File: src/include/exec_pkg.sv
// constants, enumerations and field layouts shared by the transfer and jump execution block
package exec_pkg;

  // ----------------------------------------------------------------
  // widths
  // ----------------------------------------------------------------
  localparam int REG_AW   = 5;
  localparam int REG_DW   = 8;
  localparam int REG_NUM  = 32;
  localparam int PTR_W    = 16;
  localparam int OFS_W    = 7;
  localparam int DISP_W   = 6;
  localparam int PC_W_DEF = 16;
  localparam int LANES    = 4;

  // ----------------------------------------------------------------
  // status flag bit positions
  // ----------------------------------------------------------------
  localparam int FLAG_C = 0;
  localparam int FLAG_Z = 1;
  localparam int FLAG_N = 2;
  localparam int FLAG_V = 3;
  localparam int FLAG_S = 4;
  localparam int FLAG_H = 5;
  localparam int FLAG_T = 6;
  localparam int FLAG_I = 7;

  // ----------------------------------------------------------------
  // pointer pair low-byte register numbers, reset values, steps
  // ----------------------------------------------------------------
  localparam logic [REG_AW-1:0] PTR_X_LO  = 5'h1A;
  localparam logic [REG_AW-1:0] PTR_Y_LO  = 5'h1C;
  localparam logic [REG_AW-1:0] PTR_Z_LO  = 5'h1E;
  localparam logic [PTR_W-1:0]  PTR_RST   = 16'h0000;
  localparam logic [PTR_W-1:0]  PTR_STEP  = 16'h0001;
  localparam logic [REG_DW-1:0] REG_RST   = 8'h00;
  localparam int                PC_STEP1  = 1;
  localparam int                PC_STEP2  = 2;

  // ----------------------------------------------------------------
  // decoded operations
  // ----------------------------------------------------------------
  typedef enum logic [3:0] {
    op_none,
    op_jump,
    copy_register_byte,
    copy_register_pair,
    load_constant,
    read_via_pointer,
    read_pointer_offset,
    read_absolute_address,
    write_via_pointer,
    write_pointer_offset
  } op_e;

  typedef enum logic [3:0] {
    jump_carry_clear,
    jump_same_or_higher,
    jump_lower_unsigned,
    jump_negative,
    jump_positive,
    jump_signed_greater_equal,
    jump_signed_less,
    jump_half_carry_set,
    jump_half_carry_clear,
    jump_transfer_bit_set,
    jump_transfer_bit_clear,
    jump_overflow_set,
    jump_overflow_clear,
    jump_irq_enabled,
    jump_irq_disabled
  } cond_e;

  typedef enum logic [1:0] {
    ptr_x,
    ptr_y,
    ptr_z
  } ptr_sel_e;

  typedef enum logic [1:0] {
    mode_plain,
    mode_post_inc,
    mode_pre_dec
  } ptr_mode_e;

endpackage

File: src/include/rf_if.sv
// register bank access bundle between the execution core and its register storage
`timescale 1ns/10ps
interface rf_if;
  logic [exec_pkg::REG_AW-1:0]                    rd_addr_a;
  logic [exec_pkg::REG_AW-1:0]                    rd_addr_b;
  logic [exec_pkg::REG_DW-1:0]                    rd_data_a;
  logic [exec_pkg::REG_DW-1:0]                    rd_data_b;
  logic [exec_pkg::LANES-1:0]                     we;
  logic [exec_pkg::LANES-1:0][exec_pkg::REG_AW-1:0] wa;
  logic [exec_pkg::LANES-1:0][exec_pkg::REG_DW-1:0] wd;

  modport bank (input rd_addr_a, rd_addr_b, we, wa, wd, output rd_data_a, rd_data_b);
  modport core (output rd_addr_a, rd_addr_b, we, wa, wd, input rd_data_a, rd_data_b);
endinterface

File: src/core/xfer_exec.sv
// execution of the conditional jump and data transfer instruction groups
//
// Summary of operation
// - carry jumps go to pc plus offset plus one; clear/same-or-higher on C=0, lower on C=1.
// - carry-clear jump behaves exactly like same-or-higher and changes no flag.
// - signed jumps test N xor V: greater-equal on zero, less-than on one.
// - half-carry jumps: one on H set, other on H clear, same target.
// - transfer-bit jumps: one on T equal one, other on T zero, no flags.
// - overflow jumps: one on V set, other on V clear, same relative target.
// - interrupt jumps: one on I one, other on I zero, I untouched.
// - byte copy, pair copy and constant load finish in one cycle, no flags.
// - pointer load reads byte at pointer; post-increment form bumps pointer; two cycles.
// - pre-decrement load lowers pointer first, reads new address, two cycles.
// - offset load reads pointer plus displacement, pointer kept, only second/third pairs.
// - absolute load reads byte at instruction address into register, two cycles.
// - pointer store writes register at pointer; post-increment bumps pointer; two cycles.
// - pre-decrement store lowers pointer then writes there, two cycles.
// - offset store writes at pointer plus displacement, pointer kept, two cycles.
`timescale 1ns/10ps
module xfer_exec #(
  parameter int PC_W = exec_pkg::PC_W_DEF
) (
  input  wire logic                              i_sys_clk,
  input  wire logic                              i_nrst,
  input  wire logic                              i_op_valid,
  input  wire exec_pkg::op_e                     i_op,
  input  wire exec_pkg::cond_e                   i_cond,
  input  wire logic [exec_pkg::REG_AW-1:0]       i_rd,
  input  wire logic [exec_pkg::REG_AW-1:0]       i_rr,
  input  wire logic [exec_pkg::REG_DW-1:0]       i_imm,
  input  wire exec_pkg::ptr_sel_e                i_ptr_sel,
  input  wire exec_pkg::ptr_mode_e               i_ptr_mode,
  input  wire logic [exec_pkg::DISP_W-1:0]       i_disp,
  input  wire logic [exec_pkg::PTR_W-1:0]        i_addr,
  input  wire logic [exec_pkg::OFS_W-1:0]        i_offset,
  input  wire logic [exec_pkg::REG_DW-1:0]       i_sreg,
  input  wire logic [exec_pkg::REG_DW-1:0]       i_dm_rdata,
  output logic                                   o_op_ready,
  output logic                                   o_refused,
  output logic [PC_W-1:0]                        o_pc,
  output logic [exec_pkg::PTR_W-1:0]             o_dm_addr,
  output logic                                   o_dm_re,
  output logic                                   o_dm_we,
  output logic [exec_pkg::REG_DW-1:0]            o_dm_wdata
);

  // ----------------------------------------------------------------
  // state
  // ----------------------------------------------------------------
  typedef enum logic [2:0] {
    st_idle,
    st_bubble,
    st_one,
    st_ld_wait,
    st_ld_done,
    st_st_data
  } exec_state_e;

  typedef struct packed {
    exec_state_e                              st;
    logic                                     ready;
    logic                                     refused;
    logic [PC_W-1:0]                          pc;
    exec_pkg::op_e                            op;
    logic [exec_pkg::REG_AW-1:0]              rd;
    logic [exec_pkg::REG_DW-1:0]              imm;
    logic [2:0][exec_pkg::PTR_W-1:0]          ptr;
    logic [exec_pkg::PTR_W-1:0]               dm_addr;
    logic                                     dm_re;
    logic                                     dm_we;
    logic [exec_pkg::REG_DW-1:0]              dm_wdata;
  } exec_s;

  exec_s exec_reg;
  exec_s exec_next;

  rf_if rf ();
  logic take;

  // ----------------------------------------------------------------
  // helpers
  // ----------------------------------------------------------------
  // low register number of a pointer pair
  function automatic logic [exec_pkg::REG_AW-1:0] ptr_lo(input exec_pkg::ptr_sel_e sel);
    case (sel)
      exec_pkg::ptr_x: ptr_lo = exec_pkg::PTR_X_LO;
      exec_pkg::ptr_y: ptr_lo = exec_pkg::PTR_Y_LO;
      default:         ptr_lo = exec_pkg::PTR_Z_LO;
    endcase
  endfunction

  // keeps the pointer copies in step with any byte written to r26..r31
  function automatic logic [2:0][exec_pkg::PTR_W-1:0] track_ptr(
    input logic [2:0][exec_pkg::PTR_W-1:0] cur,
    input logic                            we,
    input logic [exec_pkg::REG_AW-1:0]     wa,
    input logic [exec_pkg::REG_DW-1:0]     wd
  );
    logic [2:0][exec_pkg::PTR_W-1:0] res;
    res = cur;
    if (we && wa >= exec_pkg::PTR_X_LO) begin
      if (wa[0]) begin
        res[2'((wa - exec_pkg::PTR_X_LO) >> 1)][15:8] = wd;
      end else begin
        res[2'((wa - exec_pkg::PTR_X_LO) >> 1)][7:0] = wd;
      end
    end
    track_ptr = res;
  endfunction

  // ----------------------------------------------------------------
  // submodules
  // ----------------------------------------------------------------
  reg_bank #(
    .DEPTH (exec_pkg::REG_NUM)
  ) u_bank (
    .i_sys_clk (i_sys_clk),
    .i_nrst    (i_nrst),
    .rf        (rf.bank)
  );

  jump_cond u_cond (
    .i_sreg_bit_c (i_sreg[exec_pkg::FLAG_C]),
    .i_sreg       (i_sreg),
    .i_cond       (i_cond),
    .o_take       (take)
  );

  // ----------------------------------------------------------------
  // next state
  // ----------------------------------------------------------------
  // the finishing work of the current instruction is applied first so
  // that an instruction accepted in the same cycle sees its pointer result
  always_comb begin
    logic [exec_pkg::PTR_W-1:0]    base;
    logic [exec_pkg::PTR_W-1:0]    eff;
    logic [exec_pkg::PTR_W-1:0]    upd;
    logic [exec_pkg::REG_AW-1:0]   lo;
    logic                          is_ofs;
    logic                          is_load;
    base   = '0;
    eff    = '0;
    upd    = '0;
    lo     = '0;
    is_ofs = 1'b0;
    is_load = 1'b0;
    exec_next          = exec_reg;
    exec_next.dm_re    = 1'b0;
    exec_next.dm_we    = 1'b0;
    exec_next.refused  = 1'b0;
    rf.rd_addr_a       = i_rr;
    rf.rd_addr_b       = {i_rr[exec_pkg::REG_AW-1:1], 1'b1};
    rf.we              = '0;
    rf.wa              = '0;
    rf.wd              = '0;

    case (exec_reg.st)
      st_idle: begin
        exec_next.ready = 1'b1;
      end
      st_bubble: begin
        exec_next.st    = st_idle;
        exec_next.ready = 1'b1;
      end
      st_one: begin
        rf.we[0] = 1'b1;
        rf.wa[0] = exec_reg.rd;
        case (exec_reg.op)
          exec_pkg::copy_register_byte: begin
            rf.wd[0] = rf.rd_data_a;
          end
          exec_pkg::copy_register_pair: begin
            rf.wd[0] = rf.rd_data_a;
            rf.we[1] = 1'b1;
            rf.wa[1] = {exec_reg.rd[exec_pkg::REG_AW-1:1], 1'b1};
            rf.wd[1] = rf.rd_data_b;
          end
          default: begin
            rf.wd[0] = exec_reg.imm;
          end
        endcase
        exec_next.st = st_idle;
      end
      st_ld_wait: begin
        exec_next.st    = st_ld_done;
        exec_next.ready = 1'b1;
      end
      st_ld_done: begin
        rf.we[0]     = 1'b1;
        rf.wa[0]     = exec_reg.rd;
        rf.wd[0]     = i_dm_rdata;
        exec_next.st = st_idle;
      end
      st_st_data: begin
        // the source byte was read from the bank at acceptance
        exec_next.dm_we    = 1'b1;
        exec_next.dm_wdata = rf.rd_data_a;
        exec_next.ready    = 1'b1;
        exec_next.st       = st_idle;
      end
      default: begin
        exec_next.st    = st_idle;
        exec_next.ready = 1'b1;
      end
    endcase

    for (int l = 0; l < 2; l++) begin
      exec_next.ptr = track_ptr(exec_next.ptr, rf.we[l], rf.wa[l], rf.wd[l]);
    end

    if (exec_reg.ready && i_op_valid) begin
      exec_next.op  = i_op;
      exec_next.rd  = i_rd;
      exec_next.imm = i_imm;
      exec_next.pc  = exec_reg.pc + PC_W'(exec_pkg::PC_STEP1);
      exec_next.st  = st_idle;
      case (i_op)
        exec_pkg::op_jump: begin
          if (take) begin
            // two cycles: the target is out now, one dead cycle follows
            exec_next.pc    = exec_reg.pc + PC_W'(exec_pkg::PC_STEP1)
                            + {{(PC_W - exec_pkg::OFS_W){i_offset[exec_pkg::OFS_W-1]}}, i_offset};
            exec_next.st    = st_bubble;
            exec_next.ready = 1'b0;
          end else begin
            exec_next.ready = 1'b1;
          end
        end
        exec_pkg::copy_register_byte,
        exec_pkg::copy_register_pair,
        exec_pkg::load_constant: begin
          exec_next.st    = st_one;
          exec_next.ready = 1'b1;
        end
        exec_pkg::read_via_pointer,
        exec_pkg::read_pointer_offset,
        exec_pkg::write_via_pointer,
        exec_pkg::write_pointer_offset: begin
          is_ofs  = (i_op == exec_pkg::read_pointer_offset) || (i_op == exec_pkg::write_pointer_offset);
          is_load = (i_op == exec_pkg::read_via_pointer) || (i_op == exec_pkg::read_pointer_offset);
          if (is_ofs && i_ptr_sel == exec_pkg::ptr_x) begin
            // no displacement form on the first pair: dropped, pc still moves
            exec_next.refused = 1'b1;
            exec_next.ready   = 1'b1;
          end else begin
            base = exec_next.ptr[i_ptr_sel];
            lo   = ptr_lo(i_ptr_sel);
            if (is_ofs) begin
              eff = base + exec_pkg::PTR_W'(i_disp);
              upd = base;
            end else if (i_ptr_mode == exec_pkg::mode_pre_dec) begin
              eff = base - exec_pkg::PTR_STEP;
              upd = eff;
            end else if (i_ptr_mode == exec_pkg::mode_post_inc) begin
              eff = base;
              upd = base + exec_pkg::PTR_STEP;
            end else begin
              eff = base;
              upd = base;
            end
            if (upd != base) begin
              rf.we[2] = 1'b1;
              rf.wa[2] = lo;
              rf.wd[2] = upd[7:0];
              rf.we[3] = 1'b1;
              rf.wa[3] = {lo[exec_pkg::REG_AW-1:1], 1'b1};
              rf.wd[3] = upd[15:8];
              exec_next.ptr[i_ptr_sel] = upd;
            end
            exec_next.dm_addr = eff;
            exec_next.ready   = 1'b0;
            if (is_load) begin
              exec_next.dm_re = 1'b1;
              exec_next.st    = st_ld_wait;
            end else begin
              exec_next.st    = st_st_data;
            end
          end
        end
        exec_pkg::read_absolute_address: begin
          exec_next.pc      = exec_reg.pc + PC_W'(exec_pkg::PC_STEP2);
          exec_next.dm_addr = i_addr;
          exec_next.dm_re   = 1'b1;
          exec_next.st      = st_ld_wait;
          exec_next.ready   = 1'b0;
        end
        default: begin
          exec_next.ready = 1'b1;
        end
      endcase
    end
  end

  // ----------------------------------------------------------------
  // registers
  // ----------------------------------------------------------------
  always_ff @(posedge i_sys_clk or negedge i_nrst) begin
    if (!i_nrst) begin
      exec_reg          <= '0;
      exec_reg.st       <= st_idle;
      exec_reg.ready    <= 1'b1;
      exec_reg.op       <= exec_pkg::op_none;
      exec_reg.ptr      <= {3{exec_pkg::PTR_RST}};
      exec_reg.dm_wdata <= exec_pkg::REG_RST;
    end else begin
      exec_reg <= exec_next;
    end
  end

  // ----------------------------------------------------------------
  // outputs
  // ----------------------------------------------------------------
  assign o_op_ready = exec_reg.ready;
  assign o_refused  = exec_reg.refused;
  assign o_pc       = exec_reg.pc;
  assign o_dm_addr  = exec_reg.dm_addr;
  assign o_dm_re    = exec_reg.dm_re;
  assign o_dm_we    = exec_reg.dm_we;
  assign o_dm_wdata = exec_reg.dm_wdata;

endmodule

File: src/core/reg_bank.sv
// working register storage: multi-lane write, two registered read ports with write-through
`timescale 1ns/10ps
module reg_bank #(
  parameter int DEPTH = exec_pkg::REG_NUM
) (
  input  wire logic i_sys_clk,
  input  wire logic i_nrst,
  rf_if.bank        rf
);

  typedef struct packed {
    logic [DEPTH-1:0][exec_pkg::REG_DW-1:0] mem;
    logic [exec_pkg::REG_DW-1:0]            rd_a;
    logic [exec_pkg::REG_DW-1:0]            rd_b;
  } bank_s;

  bank_s bank_reg;
  bank_s bank_next;

  // ----------------------------------------------------------------
  // write lanes, then reads
  // ----------------------------------------------------------------
  // higher lanes win on a clash; reads see this edge's writes so the
  // core needs no forwarding path of its own
  always_comb begin
    bank_next = bank_reg;
    for (int l = 0; l < exec_pkg::LANES; l++) begin
      if (rf.we[l]) begin
        bank_next.mem[rf.wa[l]] = rf.wd[l];
      end
    end
    bank_next.rd_a = bank_next.mem[rf.rd_addr_a];
    bank_next.rd_b = bank_next.mem[rf.rd_addr_b];
  end

  always_ff @(posedge i_sys_clk or negedge i_nrst) begin
    if (!i_nrst) begin
      bank_reg <= '0;
    end else begin
      bank_reg <= bank_next;
    end
  end

  assign rf.rd_data_a = bank_reg.rd_a;
  assign rf.rd_data_b = bank_reg.rd_b;

endmodule

File: src/core/jump_cond.sv
// status flag test for the conditional relative jumps
`timescale 1ns/10ps
module jump_cond (
  input  wire logic                            i_sreg_bit_c,
  input  wire logic [exec_pkg::REG_DW-1:0]     i_sreg,
  input  wire exec_pkg::cond_e                 i_cond,
  output logic                                 o_take
);

  // ----------------------------------------------------------------
  // condition select
  // ----------------------------------------------------------------
  always_comb begin
    case (i_cond)
      exec_pkg::jump_carry_clear:          o_take = ~i_sreg_bit_c;
      exec_pkg::jump_same_or_higher:       o_take = ~i_sreg_bit_c;
      exec_pkg::jump_lower_unsigned:       o_take = i_sreg_bit_c;
      exec_pkg::jump_negative:             o_take = i_sreg[exec_pkg::FLAG_N];
      exec_pkg::jump_positive:             o_take = ~i_sreg[exec_pkg::FLAG_N];
      exec_pkg::jump_signed_greater_equal: o_take = ~(i_sreg[exec_pkg::FLAG_N] ^ i_sreg[exec_pkg::FLAG_V]);
      exec_pkg::jump_signed_less:          o_take = i_sreg[exec_pkg::FLAG_N] ^ i_sreg[exec_pkg::FLAG_V];
      exec_pkg::jump_half_carry_set:       o_take = i_sreg[exec_pkg::FLAG_H];
      exec_pkg::jump_half_carry_clear:     o_take = ~i_sreg[exec_pkg::FLAG_H];
      exec_pkg::jump_transfer_bit_set:     o_take = i_sreg[exec_pkg::FLAG_T];
      exec_pkg::jump_transfer_bit_clear:   o_take = ~i_sreg[exec_pkg::FLAG_T];
      exec_pkg::jump_overflow_set:         o_take = i_sreg[exec_pkg::FLAG_V];
      exec_pkg::jump_overflow_clear:       o_take = ~i_sreg[exec_pkg::FLAG_V];
      exec_pkg::jump_irq_enabled:          o_take = i_sreg[exec_pkg::FLAG_I];
      exec_pkg::jump_irq_disabled:         o_take = ~i_sreg[exec_pkg::FLAG_I];
      default:                             o_take = 1'b0;
    endcase
  end

endmodule

File: config.mk
export PLATFORM = sky130hd
export DESIGN_NAME = xfer_exec
export DESIGN_NICKNAME = d
export VERILOG_FILES = /design/src/include/exec_pkg.sv /design/src/include/rf_if.sv /design/src/core/xfer_exec.sv /design/src/core/reg_bank.sv /design/src/core/jump_cond.sv
export SDC_FILE = /design/constraint.sdc
export NUM_CORES = 1
export LEC_CHECK = 0
export BUFFER_PORTS_ARGS = -buffer_cell sky130_fd_sc_hd__buf_4
export CORE_UTILIZATION = 35
export DETAILED_ROUTE_END_ITERATION = 10
export GPL_ROUTABILITY_DRIVEN = 0
export GPL_TIMING_DRIVEN = 0
export SLEW_MARGIN = 0
export SYNTH_ARGS = -nofsm -noshare
export SYNTH_HDL_FRONTEND = slang
export SYNTH_SLANG_ARGS = --single-unit
File: constraint.sdc
create_clock -name i_sys_clk -period 7.97 [get_ports i_sys_clk]
set_input_delay 0.797 -clock i_sys_clk [delete_from_list [all_inputs] [get_ports i_sys_clk]]
set_output_delay 0.797 -clock i_sys_clk [all_outputs]
set_load 0.1 [all_outputs]
* Word-level counts from Yosys, hierarchy flattened
Cells that the tools add are included.
** Word-level totals
- Memories kept :: 0
- Register bits :: 384
- Word-level logic and storage cells :: 233
- Output and inout port bits :: 44
- Bits in read-only memories :: 0
- Latch bits :: 0
- Bits of input ports :: 78
- Memory bits (writable) :: 0
** Cells by class
- Multiplexer cells :: 92
- Add/sub/neg operators :: 8
- Div/mod/pow operators :: 0
- Bitwise logic cells :: 8
- Shift operators :: 0
- Eq/ne operators :: 36
- $mul :: 0
- Order comparisons :: 18
- Reductions and logical operators :: 23
** Operators by type and width (count)
- 256-bit bitwise mux :: 4
- 256-bit 2-to-1 mux :: 4
- 48-bit 2-to-1 mux :: 6
- 16-bit 2-to-1 mux :: 17
- 48-bit bitwise mux :: 5
- 16-bit demux with 2-bit select :: 5
- 8-bit demux with 5-bit select :: 4
- 103-bit 2-to-1 mux :: 1
- 8-bit 2-to-1 mux :: 11
- 65-bit 2-to-1 mux :: 1
- 8-bit binary-select mux with 5-bit select :: 1
- 10-bit 2-to-1 mux :: 4
- 4-bit == test (second input constant) :: 9
- 5-bit by 6-bit < comparator with 1-bit output (second input constant) :: 6
- 17-bit case mux with 2 select lines :: 1
- 16-bit by 1-bit adder with 16-bit output (second input constant) :: 2
- 16-bit binary-select mux with 2-bit select :: 1
- 8-bit binary-select mux with 4-bit select :: 1
- 4-bit by 3-bit == test with 1-bit output (second input constant) :: 8
- 16-bit case mux with 2 select lines :: 1
- 4-bit by 2-bit == test with 1-bit output (second input constant) :: 6
- 5-bit by 1-bit >= comparator with 1-bit output (second input constant) :: 4
- 16-bit adder :: 1
- 16-bit by 2-bit adder with 16-bit output (second input constant) :: 1
- other kinds (36) :: 81

* Depth between registers and ports, before layout
Gate-level depths: netlist of the first run.
- Word-level depth :: 38
- Depth in mapped cells :: 22
- Depth with buffers taken out :: 18

* Modules after synthesis
From an unflattened synthesis of the first run, not the netlist that was laid out.
** Second synthesis, totals
- Cell total of the unflattened synthesis :: 4413
- Area, all modules :: 33831.2 um2
** By module, submodules not included
- reg_bank :: times used 1, sequential area each 6806.5 um2, cells an instance 3161, area an instance 23989.3 um2
- xfer_exec :: times used 1, sequential area each 2803.9 um2, cells an instance 1231, area an instance 9691.8 um2
- jump_cond :: times used 1, sequential area each 0.0 um2, cells an instance 21, area an instance 150.1 um2

* Worst setup path before layout of the first run
Ideal clock, no wire load.
- Path kind :: input to register
- Start :: input port i_ptr_sel[1]
- End :: register u_bank.bank_reg, in the netlist u_bank.rf.rd_data_a[1]
- Slack :: 3988 ps
- Stages :: 14
- Arrival time :: 3878 ps
- Setup time :: 104 ps
- Required time :: 7866 ps
- Path buffers :: 1
- Path through :: clkbuf_1 inv_1 nand2_1 o311ai_1 a221oi_2 inv_2 nor3_4 nand4_2 o21ai_1 mux2_2 a21oi_1 o22ai_1 or3_1 a221oi_1
** RTL lines
- from (decl) :: RTL line xfer_exec.sv:31 : input wire exec_pkg::ptr_sel_e i_ptr_sel,
- to (signal assigned) :: RTL line reg_bank.sv:40 : bank_reg <= bank_next;
- to (decl) :: RTL line reg_bank.sv:17 : bank_s bank_reg;

==> results of run 1 <==
-- Yosys cell counts, types with 10 or more instances --
library cell	number
nand2_1	391
ha_1	25
o21a_1	11
nor4_1	15
a21o_1	10
o21ai_1	11
o211ai_1	60
nand4_1	19
dfrtp_1	383
clkbuf_1	168
and2_1	23
buf_2	21
nor4bb_1	17
nor3_1	41
nor2b_1	13
mux2i_1	31
a31oi_1	47
o21ai_0	258
o31ai_1	18
xnor2_1	42
and3_1	19
o22ai_1	14
a211oi_1	22
nand3_1	53
a311oi_1	13
mux2_2	51
or3_1	13
nand2b_1	15
a21oi_1	223
mux4_2	54
inv_1	36
a22oi_1	20
buf_4	51
xor2_1	15
nor2_1	311
-- worst reg2reg max path: stages (launching register included) --
cell and delay, ns:
dfrtp_1 0.49, buf_2 0.26, nor4bb_1 0.25, buf_2 0.34, nand2_1 0.35, nor3_1 0.79, o221a_2 0.43, ha_1 0.18
nand2_1 0.11, nor2_1 0.31, nand2_1 0.15, o22ai_1 0.33, mux2i_1 0.95, o21ai_0 0.29, mux4_2 0.60, a21oi_1 0.17
o31ai_1 0.20
-- metal layers --
layer,share of wire,up-vias,GRT usage
li1,-,10100,-
met1,0.40,11000,0.368
met2,0.43,1443,0.412
met3,0.12,273,0.0771
met4,0.051,0,0.123
met5,0,-,0
-- logic make-up after synthesis --
kind of cell	share of synthesized area
compound gates	0.214
xor+xnor	0.0223
fa+ha+maj	0.0150
buf+inv	0.0570
flops	0.408
mux	0.0891
simple gates	0.195
-- through the flow --
stage / worst slack, ns / util / instances / area [µm²] / total power, mW
2_1_floorplan: 3.99 / - / 2704 / 23600 / 4.79
3_3_place_gp: 1.79 / 0.385 / 3679 / 25500 / 5.60
3_5_place_dp: 1.79 / 0.386 / 3682 / 25600 / 5.64
4_1_cts: 2.05 / 0.410 / 3762 / 27100 / 7.82
5_1_grt: 1.56 / 0.410 / 3762 / 27100 / 8.23
6_report: 1.60 / 0.410 / 3762 / 27100 / 7.87
-- power by group through the flow --
stage | Combinational [mW] | Clock (mW) | Sequential [mW]
after CTS | 2.91 | 2.19 | 2.71
after global placement | 2.86 | 0 | 2.73
final | 2.98 | 2.17 | 2.72
after floorplan | 2.12 | 0 | 2.67
after global routing | 3.19 | 2.27 | 2.77
after detailed placement | 2.90 | 0 | 2.75
-- worst min path at each step --
stage	from	end	slack, ns	cells past startpoint
5_1_grt	i_nrst	u_bank.bank_reg[21]$_DFF_PN0_	0.15	1
3_5_place_dp	exec_reg[80]$_DFFE_PN0P_	exec_reg[80]$_DFFE_PN0P_	0.46	2
4_1_cts	i_nrst	u_bank.bank_reg[53]$_DFF_PN0_	0.13	1
3_3_place_gp	o_pc[15]$_DFFE_PN0P_	o_pc[15]$_DFFE_PN0P_	0.46	1
2_1_floorplan	exec_reg[75]$_DFFE_PN0P_	exec_reg[75]$_DFFE_PN0P_	0.44	2
6_report	i_nrst	u_bank.bank_reg[117]$_DFF_PN0_	0.14	1
-- final cells by class --
cell class / instances / area (µm²)
Inverter: 41 / 154
Multi-Input combinational cell: 2026 / 12600
Clock inverter: 11 / 198
Sequential cell: 384 / 9610
Buffer: 253 / 1190
Clock buffer: 69 / 1340
Timing Repair Buffer: 114 / 923
Tap cell: 864 / 1080
Fill cell: 6605 / 39100
==> results by group, run 1 <==
Run status
  – Status: completed

Floorplanning
  – Die footprint: 0.0684 mm²
  – Rows: 94
  – Die width: 262 µm
  – Die extent in y: 262 µm
  – Core Region: 0.0662 mm²
  – Starting Density: 0.356
  – I/O Pins: 122

Clock tree
  – CTS Sinks: 384
  – Clock transition at the registers of the reported paths: 0.06 ns
  – CTS Buf Count: 46
  – Post-CTS Resized: 0
  – Worst-Skew Late Latency: 0.62 ns
  – Setup Fix Bufs, Post-CTS: 0
  – H-tree depth: 2
  – CTS Hold Bufs: 0
  – Clock tree root buffer cell: clkbuf_16
  – Maximum clock path buffer count: 3
  – CTS tree: built

Setup path
  – Slowest-stage cell, CP: mux2i_1
  – CP endpoint kind: flop
  – Worst EP required: 8.38 ns
  – R2r startpoint: exec_reg[84]$_DFFE_PN0P_
  – CP Cell Sequence: buf_2 > nor4bb_1 > buf_2 > nand2_1 > nor3_1 > o221a_2 > ha_1 > nand2_1 > nor2_1 > nand2_1 > o22ai_1 > mux2i_1 > o21ai_0 > mux4_2 > a21oi_1 > o31ai_1
  – Worst reg-to-reg path cell count: 16
  – Top Family by Delay on Critical Path: simple AND/OR/NAND/NOR gates
  – CP endpoint: u_bank.rf.rd_data_a[0]$_DFF_PN0_
  – Worst Setup SP: exec_reg[84]$_DFFE_PN0P_
  – CP Max Fanout: 10
  – Register-to-register setup slack: 1.60 ns
  – Critical path class: flop to flop
  – RR Endpoint: u_bank.rf.rd_data_a[0]$_DFF_PN0_
  – Stages on the worst setup path: 16
  – CP Data Arrival Time: 6.78 ns
  – Most frequent CP cell: nand2_1
  – Nature of the critical path startpoint: flop
  – Largest stage delay, worst path: 0.95 ns
  – Buf+Inv Stages, Crit Path: 2

Logic synthesis
  – Asr flop ratio synth: 1.00
  – Post-synthesis register bit count: 384
  – Sequential area share after synthesis: 0.408
  – Cell taking the most area after synthesis: dfrtp_1
  – Synth top area cells: dfrtp_1, nand2_1, o21ai_0
  – Share of the synthesized area in the top cell type: 0.406
  – Post-synth top flop: dfrtp_1
  – Mapped Cells: 2704
  – Syn. warnings: 0
  – Syn_area_per_cell: 8.72 µm²
  – Mapped Nets: 2809
  – Post-synth EDFFs: 0
  – Synth Cell Area: 0.0236 mm²
  – Yosys cell types: 99

Power
  – Peak VDD IR: 172 µV
  – Sw Pwr: 3.09 mW
  – Clock power frac: 0.276
  – Sw frac: 0.392
  – Internal power: 4.78 mW
  – LEAKAGE: 10.8 nW
  – Gate power share: 0.379
  – PwrDens: 290 mW/mm²
  – Sequential share of power: 0.346

Place
  – Post-DP HPWL: 69700 µm
  – I/O Buffers: 111

Layout
  – Layout area overhead: 15.0%
  – Most frequent cells in the layout: nand2_1, dfrtp_1, nor2_1, o21ai_0, a21oi_1
  – Most common cell after layout, fill and taps aside: nand2_1
  – Layout cell share with drive strength beyond 1: 0.145
  – Nets@finish: 2971
  – Antenna Cells: 0
  – Largest register FFs: 256

Timing
  – Max-slew headroom: 0.0506
  – Max Fclk: 157 MHz
  – Final worst path period share: 0.800
  – Clk_skew: 0.0396 ns
  – Final setup viols: 0
  – Setup TNS: 0 ns
  – Worst slew pin tran: 1.41 ns
  – Min Hold Slack: 0.136 ns
  – Min Tclk post-route: 6.37 ns
  – Slew Limit Fails: 0
  – Final Hold Viols: 0
  – RSZ-0062 raised after global routing: false

Route
  – Drt pass-1 iters: 8
  – DR vias/cell: 6.06
  – Wirelength per Cell: 25.3 µm
  – DRT Wirelength: 95000 µm
  – DR DRC count: 0
  – DRC violation total after the first TritonRoute iteration: 2993
  – Vias after detailed routing: 22800
  – Antenna Nets Post-Route: 0

GRT
  – First-pass GRT wire length: 140000 µm
  – Largest net degree at the start of global routing: 112
  – Vias in the first global route: 21500
  – Remaining Overflow, GRT: 0
  – Antenna violations before repair: 0
  – Gr usage total: 0.275

Run
  – Max Cap Violations: 0

Hold path
  – HP Class: input port to async pin
(Power assumes the default switching activity.)
==> run 2, diff against run 1 <==
- ABC_AREA: unset -> 1
- clock period: 7.97 -> 6.1 ns (I/O delays scaled with it)
==> run 2 against run 1 <==
- first-iteration DRC count down 5.5%
- critical path depth is 5 higher
- clock power grew 43%
- maximum frequency rose by 22%
- sequential power rose by 28%
- clock skew up 0.0042 ns
==> results by group, run 2 <==
Run status
  – Status: completed (unchanged)

GRT
  – First-pass GRT wire length: 146000 µm (was 140000 µm)
  – Remaining Overflow, GRT: 0 (unchanged)
  – Gr usage total: 0.274 (was 0.275)
  – Largest net degree at the start of global routing: 109 (was 112)
  – Vias in the first global route: 23400 (was 21500)
  – Antenna violations before repair: 2 (was 0)

Logic synthesis
  – Dominant cell by count in the synthesized netlist: nand2_1 (unchanged)
  – Synth top area cells: dfrtp_1, nand2_1, o21ai_0 (unchanged)
  – Mapped Cells: 3329 (was 2704)
  – Mapped Nets: 3434 (was 2809)
  – Syn_area_per_cell: 7.20 µm² (was 8.72 µm²)
  – Yosys cell types: 68 (was 99)
  – Commonest cells post-synth: nand2_1, dfrtp_1, o21ai_0 (was nand2_1, dfrtp_1, nor2_1)
  – Share of the synthesized area in the top cell type: 0.400 (was 0.406)
  – Post-synthesis register bit count: 384 (unchanged)
  – Synth Cell Area: 0.0240 mm² (was 0.0236 mm²)
  – Sequential area share after synthesis: 0.401 (was 0.408)
  – Cell taking the most area after synthesis: dfrtp_1 (unchanged)
  – Post-synth EDFFs: 0 (unchanged)
  – Post-synth top flop: dfrtp_1 (unchanged)
  – Asr flop ratio synth: 1.00 (unchanged)
  – Syn. warnings: 0 (unchanged)

Clock tree
  – Clock tree root buffer cell: clkbuf_16 (unchanged)
  – Worst-Skew Late Latency: 0.62 ns (about the same)
  – CTS tree: built (unchanged)
  – H-tree depth: 2 (unchanged)
  – Clock transition at the registers of the reported paths: 0.06 ns (about the same)
  – CTS Hold Bufs: 0 (unchanged)
  – Post-CTS Resized: 0 (unchanged)
  – Maximum clock path buffer count: 3 (unchanged)
  – CTS Sinks: 384 (unchanged)
  – CTS Buf Count: 44 (was 46)
  – Setup Fix Bufs, Post-CTS: 0 (unchanged)

Setup path
  – Nature of the critical path startpoint: flop (unchanged)
  – Worst EP required: 6.54 ns (was 8.38 ns)
  – CP Data Arrival Time: 5.68 ns (was 6.78 ns)
  – Worst Setup SP: exec_reg[89]$_DFFE_PN0P_ (was exec_reg[84]$_DFFE_PN0P_)
  – R2r startpoint: exec_reg[89]$_DFFE_PN0P_ (was exec_reg[84]$_DFFE_PN0P_)
  – Critical path class: flop to flop (unchanged)
  – CP endpoint kind: flop (unchanged)
  – CP Max Fanout: 8 (was 10)

Floorplanning
  – Die width: 264 µm (was 262 µm)
  – I/O Pins: 122 (unchanged)
  – Die footprint: 0.0696 mm² (was 0.0684 mm²)
  – Die extent in y: 264 µm (was 262 µm)
  – Core Region: 0.0675 mm² (was 0.0662 mm²)
  – Rows: 95 (was 94)
  – Starting Density: 0.355 (was 0.356)

Timing
  – Clk_skew: 0.0438 ns (was 0.0396 ns)
  – Final setup viols: 0 (unchanged)
  – Max-slew headroom: 0.190 (was 0.0506)
  – Final Hold Viols: 0 (unchanged)
  – Worst slew pin tran: 1.21 ns (was 1.41 ns)
  – Slew Limit Fails: 0 (unchanged)
  – Min Tclk post-route: 5.24 ns (was 6.37 ns)
  – RSZ-0062 raised after global routing: false (unchanged)
  – Max Fclk: 191 MHz (was 157 MHz)
  – Final worst path period share: 0.859 (was 0.800)
  – Setup TNS: 0 ns (unchanged)

Run
  – Max Cap Violations: 0 (unchanged)

Place
  – Post-DP HPWL: 71300 µm (was 69700 µm)
  – I/O Buffers: 118 (was 111)

Layout
  – Most frequent cells in the layout: nand2_1, dfrtp_1, o21ai_0, nor2_1, nand3_1 (was nand2_1, dfrtp_1, nor2_1, o21ai_0, a21oi_1)
  – Most common cell after layout, fill and taps aside: nand2_1 (unchanged)
  – Layout area overhead: 15.7% (was 15.0%)
  – Layout cell share with drive strength beyond 1: 0.119 (was 0.145)
  – Antenna Cells: 0 (unchanged)
  – Largest register FFs: 256 (unchanged)
  – Nets@finish: 3601 (was 2971)

Route
  – Antenna Nets Post-Route: 0 (unchanged)
  – Drt pass-1 iters: 6 (was 8)
  – DR vias/cell: 5.63 (was 6.06)
  – Vias after detailed routing: 24800 (was 22800)
  – DRT Wirelength: 96900 µm (was 95000 µm)
  – Wirelength per Cell: 22.0 µm (was 25.3 µm)
  – DRC violation total after the first TritonRoute iteration: 2827 (was 2993)
  – DR DRC count: 0 (unchanged)

Hold path
  – HP Class: input port to async pin (unchanged)

Power
  – Power Total: 10.7 mW (was 7.87 mW)
  – LEAKAGE: 12.7 nW (was 10.8 nW)
  – PwrDens: 384 mW/mm² (was 290 mW/mm²)
  – Peak VDD IR: 263 µV (was 172 µV)
[run 2: changes by cell type after synthesis, moves of 27 or more]
cell / change
a21oi_1: +40
o21ai_0: +69
mux2i_1: -31
nand3_2: +27
inv_1: +223
mux2_2: -47
nand3_1: +215
mux4_2: -54
xnor2_1: -37
clkbuf_1: -44
nand2_1: +460
[run 2: final timing paths]
| kind | cells past startpoint | slack [ns] | end |
|---|---|---|---|
| setup / recovery | 21 | 0.86 | u_bank.rf.rd_data_a[1]$_DFF_PN0_ |
| max in group asynchronous | 4 | 4.12 | u_bank.bank_reg[48]$_DFF_PN0_ |
| min in group i_sys_clk | 3 | 0.20 | exec_reg[75]$_DFFE_PN0P_ |
| hold reg to reg | 2 | 0.48 | o_dm_wdata[4]$_DFFE_PN0P_ |
| setup reg to reg | 21 | 0.86 | u_bank.rf.rd_data_a[1]$_DFF_PN0_ |
| hold / removal | 1 | 0.009 | o_pc[3]$_DFFE_PN0P_ |
[run 2: stage by stage]
stage	instances	setup WS, ns	utilization	hold slack, ns	area [µm²]
6_report	4404	0.857	0.411	0.00889	27700
5_1_grt	4404	0.582	0.411	0.0925	27700
4_1_cts	4404	1.03	0.411	0.0375	27700
3_5_place_dp	4323	1.04	0.386	0.465	26000
3_3_place_gp	4320	0.341	0.384	0.466	26000
2_1_floorplan	3329	2.68	-	0.314	24000
[run 2: area by class of cell]
type	count	area, µm²
plain buffers	207	1040
clock buffers	60	1310
clock inverters	21	375
fillers	7077	39800
inverters	289	1080
multi-input cells	2449	12200
flip-flops and latches	384	9610
well taps	873	1090
repair buffers	121	976
[run 2: critical path, cell delays in order, from the launching register on]
cell,delay [ns]
dfrtp_1,0.43
inv_2,0.16
nand3_2,0.17
nand2_1,0.09
nand2_1,0.08
a21boi_2,0.85
nand2_1,0.31
nand3_1,0.19
nand3_2,0.27
inv_2,0.15
ha_1,0.25
nand2_1,0.10
o21ai_0,0.10
nand2_1,0.08
o21ai_0,0.24
o21ai_0,0.39
nand2_1,0.08
nand2_1,0.08
a21oi_1,0.05
a311oi_1,0.33
nand2_1,0.16
a21oi_1,0.50
[run 2: power breakdown]
group	internal (mW)	switching, mW	leakage [nW]	total [mW]
clock network	1.90	1.22	0.831	3.11
registers	3.20	0.272	4.28	3.47
logic	1.24	2.83	7.57	4.07
total	6.33	4.32	12.7	10.7
[run 2: kinds of logic after synthesis]
logic type / after synthesis / share of synthesized area
AO/OA/AOI/OAI: 816 / 0.195
flip-flops: 384 / 0.401
adder cells (fa/ha/maj): 27 / 0.0147
multiplexers: 4 / 0.00188
buffers and inverters: 496 / 0.0888
AND/OR/NAND/NOR: 1577 / 0.290
XOR/XNOR: 25 / 0.00913
[run 2: metal layers]
layer,up-vias,wire [µm],global-route usage
met4,2,6240,0.158
met2,1323,41300,0.414
li1,11400,-,-
met1,11700,40400,0.365
met5,-,17,0
met3,337,8910,0.0523
